$ cat src/rtl/sdo_pkg.sv
package sdo_pkg;

  // message identifiers, node number added on top
  localparam logic [10:0] REQ_ID_BASE = 11'h600;
  localparam logic [10:0] RSP_ID_BASE = 11'h580;

  // command bytes
  localparam logic [7:0] CMD_UP_INIT = 8'h40;
  localparam logic [7:0] CMD_UP_INIT_SEG = 8'h41;
  localparam logic [7:0] CMD_UP_EXP_BASE = 8'h43;
  localparam logic [7:0] CMD_DL_ACK = 8'h60;
  localparam logic [7:0] CMD_ABORT = 8'h80;
  localparam logic [2:0] CCS_DOWNLOAD = 3'h1;
  localparam logic [2:0] CCS_UPLOAD = 3'h2;
  localparam logic [2:0] CCS_SEG_UPLOAD = 3'h3;

  // command byte field positions
  localparam int TOGGLE_POS = 4;
  localparam int COMPLETE_POS = 4;
  localparam int COUNT_LSB = 1;
  localparam int LAST_POS = 0;

  // segment payload
  localparam logic [2:0] SEG_BYTES = 3'h7;
  localparam logic [2:0] EXP_MAX_BYTES = 3'h4;

  // process data object parameter groups, index high byte, count per group
  localparam logic [7:0] PDO_RX_COMM = 8'h14;
  localparam logic [7:0] PDO_RX_MAP = 8'h16;
  localparam logic [7:0] PDO_TX_COMM = 8'h18;
  localparam logic [7:0] PDO_TX_MAP = 8'h1a;
  localparam logic [7:0] PDO_GROUP_COUNT = 8'h08;

  // abort codes
  localparam logic [31:0] ERR_TOGGLE = 32'h05030000;
  localparam logic [31:0] ERR_COMMAND = 32'h05040001;
  localparam logic [31:0] ERR_COMPLETE = 32'h06010000;
  localparam logic [31:0] ERR_READ_ONLY = 32'h06010002;
  localparam logic [31:0] ERR_NO_OBJECT = 32'h06020000;
  localparam logic [31:0] ERR_NOT_MAPPABLE = 32'h06040041;
  localparam logic [31:0] ERR_MAP_LENGTH = 32'h06040042;
  localparam logic [31:0] ERR_TOO_LONG = 32'h06070012;
  localparam logic [31:0] ERR_TOO_SHORT = 32'h06070013;
  localparam logic [31:0] ERR_NO_SUBINDEX = 32'h06090011;
  localparam logic [31:0] ERR_TOO_HIGH = 32'h06090031;
  localparam logic [31:0] ERR_TOO_LOW = 32'h06090032;
  localparam logic [31:0] ERR_GENERAL = 32'h08000000;
  localparam logic [31:0] ERR_STATE = 32'h08000022;

  typedef struct packed {
    logic [10:0] id;
    logic [7:0][7:0] data;
  } can_frame_t;

  // object dictionary answer for the entry on the query ports
  typedef struct packed {
    logic index_ok;
    logic sub_ok;
    logic writable;
    logic is_string;
    logic [2:0] size;
    logic [7:0] str_len;
    logic [31:0] value;
    logic not_mappable;
    logic map_overflow;
    logic too_high;
    logic too_low;
    logic fail;
  } od_info_t;

  typedef enum logic [4:0] {
    ST_IDLE = 5'b00001,
    ST_EXEC = 5'b00010,
    ST_CHAR = 5'b00100,
    ST_FILL = 5'b01000,
    ST_SEND = 5'b10000
  } state_t;

endpackage : sdo_pkg

$ cat src/rtl/sdo_segmented_upload_server.sv
`timescale 1ns/10ps
// Operation
// - requests on 600h+node, answers on 580h+node
// - index LSB first in bytes 1-2, subindex byte 3
// - string subindex n returns character n expedited
// - string subindex 00 switches to segmented upload
// - segmented initiate answer 41h, length in data
// - toggle alternates, starts 0 every transfer
// - segment answer echoes request toggle
// - three-bit count of invalid trailing bytes
// - last-segment flag set only on final segment
// - up to seven data bytes per segment
// - abort frame 80h, index, subindex, code
// - abort ends transfer unconfirmed, restart fresh
// - received abort code is ignored
// - unchanged toggle aborts with 05030000
// - disallowed command aborts with 05040001
// - read-only write 06010002, complete access 06010000
// - missing index 06020000, missing subindex 06090011
// - write too long 06070012, too short 06070013
// - not mappable 06040041, over 8 bytes 06040042
// - above range 06090031, below range 06090032
// - operational state blocks PDO parameter writes 08000022
// - other failures abort with 08000000
module sdo_segmented_upload_server (
  // clock and reset
  input wire logic clock,
  input wire logic rst_n,
  // configuration
  input wire logic [6:0] node_id,
  input wire logic nmt_operational,
  // received frames
  input wire logic rx_valid,
  input wire sdo_pkg::can_frame_t rx_frame,
  output logic rx_ready,
  // frames to send
  output logic tx_valid,
  input wire logic tx_ready,
  output sdo_pkg::can_frame_t tx_frame,
  // object dictionary query
  output logic [15:0] od_index,
  output logic [7:0] od_subindex,
  input wire sdo_pkg::od_info_t od_info,
  output logic [7:0] od_char_addr,
  input wire logic [7:0] od_char,
  // object dictionary write
  output logic od_wr,
  output logic [31:0] od_wr_data,
  output logic [2:0] od_wr_len
);

  sdo_pkg::state_t state_reg, state_next;
  sdo_pkg::can_frame_t req_reg, req_next;
  sdo_pkg::can_frame_t tx_reg, tx_next;
  logic seg_active_reg, seg_active_next;
  logic toggle_reg, toggle_next;
  logic [7:0] seg_pos_reg, seg_pos_next;
  logic [7:0] seg_len_reg, seg_len_next;
  logic [15:0] seg_index_reg, seg_index_next;
  logic [7:0] seg_sub_reg, seg_sub_next;
  logic [2:0] fill_cnt_reg, fill_cnt_next;
  logic [7:0] char_addr_reg, char_addr_next;
  logic wr_reg, wr_next;
  logic [31:0] wr_data_reg, wr_data_next;
  logic [2:0] wr_len_reg, wr_len_next;

  logic [7:0] cmd;
  logic [15:0] req_index;
  logic [7:0] req_sub;
  logic [2:0] dl_len;
  logic is_pdo_param;
  logic rx_addressed;

  assign cmd = req_reg.data[0];
  assign req_index = {req_reg.data[2], req_reg.data[1]};
  assign req_sub = req_reg.data[3];
  assign dl_len = sdo_pkg::EXP_MAX_BYTES - {1'b0, cmd[3:2]};
  assign is_pdo_param = (req_index[15:8] == sdo_pkg::PDO_RX_COMM || req_index[15:8] == sdo_pkg::PDO_RX_MAP ||
                         req_index[15:8] == sdo_pkg::PDO_TX_COMM || req_index[15:8] == sdo_pkg::PDO_TX_MAP) &&
                        (req_index[7:0] < sdo_pkg::PDO_GROUP_COUNT);
  assign rx_addressed = rx_frame.id == sdo_pkg::REQ_ID_BASE + {4'h0, node_id};

  assign rx_ready = state_reg == sdo_pkg::ST_IDLE;
  assign tx_valid = state_reg == sdo_pkg::ST_SEND;
  assign tx_frame = tx_reg;
  assign od_index = req_index;
  assign od_subindex = req_sub;
  assign od_char_addr = char_addr_reg;
  assign od_wr = wr_reg;
  assign od_wr_data = wr_data_reg;
  assign od_wr_len = wr_len_reg;

  // answer frame with the command, payload, index and subindex handed in by the caller
  function automatic sdo_pkg::can_frame_t reply(input logic [7:0] c, input logic [31:0] payload,
                                                input logic [15:0] idx, input logic [7:0] sub,
                                                input logic [6:0] node);
    sdo_pkg::can_frame_t f;
    f.id = sdo_pkg::RSP_ID_BASE + {4'h0, node};
    f.data[0] = c;
    f.data[1] = idx[7:0];
    f.data[2] = idx[15:8];
    f.data[3] = sub;
    f.data[4] = payload[7:0];
    f.data[5] = payload[15:8];
    f.data[6] = payload[23:16];
    f.data[7] = payload[31:24];
    return f;
  endfunction : reply

  always_comb begin
    state_next = state_reg;
    req_next = req_reg;
    tx_next = tx_reg;
    seg_active_next = seg_active_reg;
    toggle_next = toggle_reg;
    seg_pos_next = seg_pos_reg;
    seg_len_next = seg_len_reg;
    seg_index_next = seg_index_reg;
    seg_sub_next = seg_sub_reg;
    fill_cnt_next = fill_cnt_reg;
    char_addr_next = char_addr_reg;
    wr_next = 1'b0;
    wr_data_next = wr_data_reg;
    wr_len_next = wr_len_reg;
    unique case (state_reg)
      sdo_pkg::ST_IDLE: begin
        if (rx_valid && rx_addressed) begin
          req_next = rx_frame;
          state_next = sdo_pkg::ST_EXEC;
        end
      end
      sdo_pkg::ST_EXEC: begin
        state_next = sdo_pkg::ST_SEND;
        if (cmd == sdo_pkg::CMD_ABORT) begin
          // code in bytes 4-7 deliberately unused
          seg_active_next = 1'b0;
          toggle_next = 1'b0;
          state_next = sdo_pkg::ST_IDLE;
        end else if ((cmd[7:5] == sdo_pkg::CCS_UPLOAD || cmd[7:5] == sdo_pkg::CCS_DOWNLOAD) &&
                     cmd[sdo_pkg::COMPLETE_POS]) begin
          tx_next = reply(sdo_pkg::CMD_ABORT, sdo_pkg::ERR_COMPLETE, req_index, req_sub, node_id);
        end else if (cmd[7:5] == sdo_pkg::CCS_SEG_UPLOAD && cmd[3:0] == 4'h0) begin
          if (!seg_active_reg) begin
            tx_next = reply(sdo_pkg::CMD_ABORT, sdo_pkg::ERR_COMMAND, req_index, req_sub, node_id);
          end else if (cmd[sdo_pkg::TOGGLE_POS] != toggle_reg) begin
            tx_next = reply(sdo_pkg::CMD_ABORT, sdo_pkg::ERR_TOGGLE, seg_index_reg, seg_sub_reg, node_id);
            seg_active_next = 1'b0;
            toggle_next = 1'b0;
          end else begin
            tx_next = reply(8'h00, 32'h0, 16'h0, 8'h00, node_id);
            fill_cnt_next = 3'h0;
            char_addr_next = seg_pos_reg;
            state_next = sdo_pkg::ST_FILL;
          end
        end else if (cmd == sdo_pkg::CMD_UP_INIT) begin
          seg_active_next = 1'b0;
          toggle_next = 1'b0;
          if (!od_info.index_ok) begin
            tx_next = reply(sdo_pkg::CMD_ABORT, sdo_pkg::ERR_NO_OBJECT, req_index, req_sub, node_id);
          end else if (od_info.is_string && req_sub == 8'h00) begin
            tx_next = reply(sdo_pkg::CMD_UP_INIT_SEG, {24'h0, od_info.str_len}, req_index, req_sub,
                            node_id);
            seg_active_next = 1'b1;
            seg_pos_next = 8'h00;
            seg_len_next = od_info.str_len;
            seg_index_next = req_index;
            seg_sub_next = req_sub;
          end else if (od_info.is_string) begin
            if (req_sub > od_info.str_len) begin
              tx_next = reply(sdo_pkg::CMD_ABORT, sdo_pkg::ERR_NO_SUBINDEX, req_index, req_sub, node_id);
            end else begin
              char_addr_next = req_sub - 8'h01;
              state_next = sdo_pkg::ST_CHAR;
            end
          end else if (!od_info.sub_ok) begin
            tx_next = reply(sdo_pkg::CMD_ABORT, sdo_pkg::ERR_NO_SUBINDEX, req_index, req_sub, node_id);
          end else if (od_info.fail || od_info.size == 3'h0 || od_info.size > sdo_pkg::EXP_MAX_BYTES) begin
            tx_next = reply(sdo_pkg::CMD_ABORT, sdo_pkg::ERR_GENERAL, req_index, req_sub, node_id);
          end else begin
            tx_next = reply(sdo_pkg::CMD_UP_EXP_BASE | {4'h0, sdo_pkg::EXP_MAX_BYTES[1:0] - od_info.size[1:0],
                            2'b00}, od_info.value, req_index, req_sub, node_id);
          end
        end else if (cmd[7:5] == sdo_pkg::CCS_DOWNLOAD && cmd[1:0] == 2'b11) begin
          seg_active_next = 1'b0;
          toggle_next = 1'b0;
          if (!od_info.index_ok) begin
            tx_next = reply(sdo_pkg::CMD_ABORT, sdo_pkg::ERR_NO_OBJECT, req_index, req_sub, node_id);
          end else if (!od_info.sub_ok) begin
            tx_next = reply(sdo_pkg::CMD_ABORT, sdo_pkg::ERR_NO_SUBINDEX, req_index, req_sub, node_id);
          end else if (!od_info.writable) begin
            tx_next = reply(sdo_pkg::CMD_ABORT, sdo_pkg::ERR_READ_ONLY, req_index, req_sub, node_id);
          end else if (dl_len > od_info.size) begin
            tx_next = reply(sdo_pkg::CMD_ABORT, sdo_pkg::ERR_TOO_LONG, req_index, req_sub, node_id);
          end else if (dl_len < od_info.size) begin
            tx_next = reply(sdo_pkg::CMD_ABORT, sdo_pkg::ERR_TOO_SHORT, req_index, req_sub, node_id);
          end else if (is_pdo_param && nmt_operational) begin
            tx_next = reply(sdo_pkg::CMD_ABORT, sdo_pkg::ERR_STATE, req_index, req_sub, node_id);
          end else if (od_info.not_mappable) begin
            tx_next = reply(sdo_pkg::CMD_ABORT, sdo_pkg::ERR_NOT_MAPPABLE, req_index, req_sub, node_id);
          end else if (od_info.map_overflow) begin
            tx_next = reply(sdo_pkg::CMD_ABORT, sdo_pkg::ERR_MAP_LENGTH, req_index, req_sub, node_id);
          end else if (od_info.too_high) begin
            tx_next = reply(sdo_pkg::CMD_ABORT, sdo_pkg::ERR_TOO_HIGH, req_index, req_sub, node_id);
          end else if (od_info.too_low) begin
            tx_next = reply(sdo_pkg::CMD_ABORT, sdo_pkg::ERR_TOO_LOW, req_index, req_sub, node_id);
          end else if (od_info.fail) begin
            tx_next = reply(sdo_pkg::CMD_ABORT, sdo_pkg::ERR_GENERAL, req_index, req_sub, node_id);
          end else begin
            tx_next = reply(sdo_pkg::CMD_DL_ACK, 32'h0, req_index, req_sub, node_id);
            wr_next = 1'b1;
            wr_data_next = {req_reg.data[7], req_reg.data[6], req_reg.data[5], req_reg.data[4]};
            wr_len_next = dl_len;
          end
        end else begin
          tx_next = reply(sdo_pkg::CMD_ABORT, sdo_pkg::ERR_COMMAND, req_index, req_sub, node_id);
          seg_active_next = 1'b0;
          toggle_next = 1'b0;
        end
      end
      sdo_pkg::ST_CHAR: begin
        // one character, expedited, one valid byte
        tx_next = reply(sdo_pkg::CMD_UP_EXP_BASE | 8'h0c, {24'h0, od_char}, req_index, req_sub, node_id);
        state_next = sdo_pkg::ST_SEND;
      end
      sdo_pkg::ST_FILL: begin
        if (fill_cnt_reg == sdo_pkg::SEG_BYTES || seg_pos_reg == seg_len_reg) begin
          tx_next.data[0] = 8'h00;
          tx_next.data[0][sdo_pkg::TOGGLE_POS] = toggle_reg;
          tx_next.data[0][sdo_pkg::COUNT_LSB +: 3] = sdo_pkg::SEG_BYTES - fill_cnt_reg;
          tx_next.data[0][sdo_pkg::LAST_POS] = seg_pos_reg == seg_len_reg;
          toggle_next = ~toggle_reg;
          if (seg_pos_reg == seg_len_reg) begin
            seg_active_next = 1'b0;
            toggle_next = 1'b0;
          end
          state_next = sdo_pkg::ST_SEND;
        end else begin
          tx_next.data[fill_cnt_reg + 3'h1] = od_char;
          fill_cnt_next = fill_cnt_reg + 3'h1;
          seg_pos_next = seg_pos_reg + 8'h01;
          char_addr_next = seg_pos_reg + 8'h01;
        end
      end
      sdo_pkg::ST_SEND: begin
        if (tx_ready) begin
          state_next = sdo_pkg::ST_IDLE;
        end
      end
      default: begin
        state_next = sdo_pkg::ST_IDLE;
      end
    endcase
  end

  always_ff @(posedge clock or negedge rst_n) begin
    if (!rst_n) begin
      state_reg <= sdo_pkg::ST_IDLE;
      req_reg <= '0;
      tx_reg <= '0;
      seg_active_reg <= 1'b0;
      toggle_reg <= 1'b0;
      seg_pos_reg <= 8'h00;
      seg_len_reg <= 8'h00;
      seg_index_reg <= 16'h0000;
      seg_sub_reg <= 8'h00;
      fill_cnt_reg <= 3'h0;
      char_addr_reg <= 8'h00;
      wr_reg <= 1'b0;
      wr_data_reg <= 32'h0;
      wr_len_reg <= 3'h0;
    end else begin
      state_reg <= state_next;
      req_reg <= req_next;
      tx_reg <= tx_next;
      seg_active_reg <= seg_active_next;
      toggle_reg <= toggle_next;
      seg_pos_reg <= seg_pos_next;
      seg_len_reg <= seg_len_next;
      seg_index_reg <= seg_index_next;
      seg_sub_reg <= seg_sub_next;
      fill_cnt_reg <= fill_cnt_next;
      char_addr_reg <= char_addr_next;
      wr_reg <= wr_next;
      wr_data_reg <= wr_data_next;
      wr_len_reg <= wr_len_next;
    end
  end

endmodule : sdo_segmented_upload_server

$ cat config.mk
export PLATFORM = sky130hd
export DESIGN_NAME = sdo_segmented_upload_server
export DESIGN_NICKNAME = d
export VERILOG_FILES = /design/src/rtl/sdo_pkg.sv /design/src/rtl/sdo_segmented_upload_server.sv
export SDC_FILE = /design/constraint.sdc
export NUM_CORES = 1
export LEC_CHECK = 0
export BUFFER_PORTS_ARGS = -buffer_cell sky130_fd_sc_hd__clkbuf_2
export CAP_MARGIN = 10
export CORE_ASPECT_RATIO = 0.7
export CORE_UTILIZATION = 52
export DETAILED_ROUTE_END_ITERATION = 10
export PLACE_DENSITY_LB_ADDON = 0.15
export SYNTH_ARGS = -nofsm -noshare
export SYNTH_HDL_FRONTEND = slang
export SYNTH_SLANG_ARGS = --single-unit
$ cat constraint.sdc
create_clock -name clock -period 3.6 [get_ports clock]
set_input_delay 0 -clock clock [delete_from_list [all_inputs] [get_ports clock]]
set_output_delay 0 -clock clock [all_outputs]
set_load 0.03 [all_outputs]
==> flow_summary.yaml <==
run_status:
  status: "finished, final reports clean"
clock_network:
  clk_path_buf_depth: 3
  cts.sinks: 230
  cts_tree: "yes"
  clk_pin_slew_worst_paths_ps: 60
  clkLatencyLatePin_ps: 530
  post-cts-setup-buffer-count: 0
  cts_buffers: 24
  ctsHtreeMaxLevel: 1
  cts_root_buffer: "clkbuf_16"
logic_synthesis:
  yosysWarnings: 0
  ys_async_sr_fraction_pct: 100
  syn_avg_cell_area_um2: 11.3
  synth-edff-count: 0
  yosys-top-cells-area: "dfrtp_1, mux2_2, mux2i_1"
  syn-num-nets: 1234
  synthTopCellsByCount: "dfrtp_1, mux2_2, nand2_1"
  yosysTopAreaCellShare_pct: 47.4
  syn_area_um2: 12100
  yosys_register_bits: 230
  synth.distinct_cells: 84
  yosysTopAreaCell: "dfrtp_1"
  synth_ff_type: "dfrtp_1"
  synth.most_common_cell: "dfrtp_1"
  seq_area_frac_synth_pct: 47.6
  syn-instance-count: 1069
die:
  fp.dieH_um: 130
  core_area_um2: 22700
  fp-row-count: 46
  start_util_pct: 53.2
  die_x_um: 184
  dieArea_um2: 23900
  num_io_pins: 292
routing:
  num_vias: 10300
  drtIter0Drc: 1064
  ant_nets: 0
  drc: 0
  wire_per_inst_um: 22.0
  wl_um: 38700
  drtPass1Iterations: 6
  routed_via_density: 5.85
timing:
  setup_tns_ps: 0
  hold_violations: 0
  fin_skew_ps: 16.8
  setup_violations: 0
  max-slew-margin-rel_pct: 20.8
  tightest_slew_ps: 1180
  finalCriticalPeriod_ps: 3210
  rsz0062_at_grt: "no"
  period_share_pct: 89.1
  drv_slew: 0
  timing.fmax_mhz: 312
final_layout:
  largest_register_ffs: 72
  drive_above_1_share_pct: 38.1
  final_nets: 1595
  synthToLayoutAreaGrowth_pct: 28.8
  fin_cells: 1760
critical_path:
  slowest_delay_ps: 760
  worstSetupPathType: "in2reg"
  cp.arrival_ps: 3610
  worstPathRequired_ps: 4010
  worstSetupStartpointType: "input pin"
  slowest_stage: "o41ai_1"
  crit_fanout: 46
  cp_common_cell: "dlygate4sd3_1"
  crit_chain: "dlygate4sd3_1 > clkbuf_2 > xor2_1 > nor4_1 > nand3_1 > dlygate4sd3_1 > o41ai_1 > nand2_4 > buf_12 > mux2_2"
  crit_path_end_kind: "register"
placed_design:
  portBuffers: 290
  gp_congestion: 0.991
  dp.cells: 1612
  dp_hpwl_um: 27300
pwr:
  total_power_mw: 11.8
  p_per_area_nw_per_um2: 758
  ir_drop_mv: 0.590
  power.leakage_nw: 7.45
grt:
  grt_pass1_wl_um: 57400
  antenna_found_initial: 1
  grt_overflow_total: 0
  grt_max_degree: 110
  grt_pass1_vias: 9827
  grt_usage_pct: 31.8
hold_path:
  min_path_type: "in2reg"
flow_run:
  maxCapViolCount: 0
## final cells by class
class	instances	area, um2
inverters	48	180
diodes	1	2.50
clock inverters	8	67.6
clock buffers	35	723
well taps	312	390
repair buffers	425	2770
fillers	1771	7150
multi-input cells	701	5690
flip-flops and latches	230	5760
## worst max-delay path, delay by kind of cell
family	cells	cell delay, ps
mux	1	310
xor+xnor	1	150
buf+inv	4	1540
simple gates	3	800
compound gates	1	760
## cell families after synthesis
| family | after synthesis | share of synthesized area, % |
|---|---|---|
| AND/OR/NAND/NOR | 231 | 10.8 |
| flip-flops | 230 | 47.6 |
| AO/OA/AOI/OAI | 226 | 13.6 |
| multiplexers | 197 | 18.5 |
| buffers and inverters | 138 | 5.59 |
| XOR/XNOR | 28 | 2.03 |
| adder cells (fa/ha/maj) | 18 | 1.86 |
| other | 1 | 0.0310 |
## placed cells by master, fill, tap and decap left out, types with 21 or more instances in the layout
master / instances
a21oi_1: 33
a22oi_1: 24
buf_4: 28
clkbuf_16: 25
clkbuf_2: 289
dfrtp_1: 229
dlygate4sd3_1: 104
inv_1: 48
mux2_2: 146
mux2i_1: 30
nand2_1: 56
nand3_1: 27
nor2_1: 36
o21ai_0: 45
o2bb2ai_1: 21
## where the power goes
group,internal (mW),switching [mW]
Combinational,2.19,3.11
Clock,1.46,1.04
Sequential,3.33,0.676
## per-stage QoR
step | util (%) | setup slack [ps] | area [um2] | hold WS [ps]
after floorplan | - | 966 | 12100 | -296
after global placement | 60.5 | 703 | 13800 | 116
after detailed placement | 60.5 | 621 | 13800 | 118
after CTS | 68.5 | 444 | 15600 | 5.53
after global routing | 68.5 | 216 | 15600 | 49.4
final | 68.6 | 394 | 15600 | 27.8
## metal layers
layer  routed length [um]  global-route usage [%]
met1                17300                    45.6
met5                    0                       0
met4                  905                    8.14
met2                17000                    48.8
met3                 3410                    7.20
## worst paths after layout
| path | start | to | slack, ps | cells past startpoint |
|---|---|---|---|---|
| worst max-delay path | node_id[4] | od_index[14] | 390 | 10 |
| worst min-delay path | od_info[0] | tx_frame[59] | 30 | 4 |
| worst max register to register | cmd[2] | od_char_addr[5] | 590 | 9 |
| worst min register to register | od_wr_data[7] | od_wr_data[7] | 480 | 1 |
| max in group asynchronous | rst_n | od_index[8] | 2430 | 3 |
| min in group asynchronous | rst_n | req_reg[61] | 130 | 2 |
## what timing repair did
action	4_1_cts	5_1_grt
hold endpoints to repair	208	0
hold buffers	104	0
resized for setup	0	0
Power figures use the tool's default switching activity.
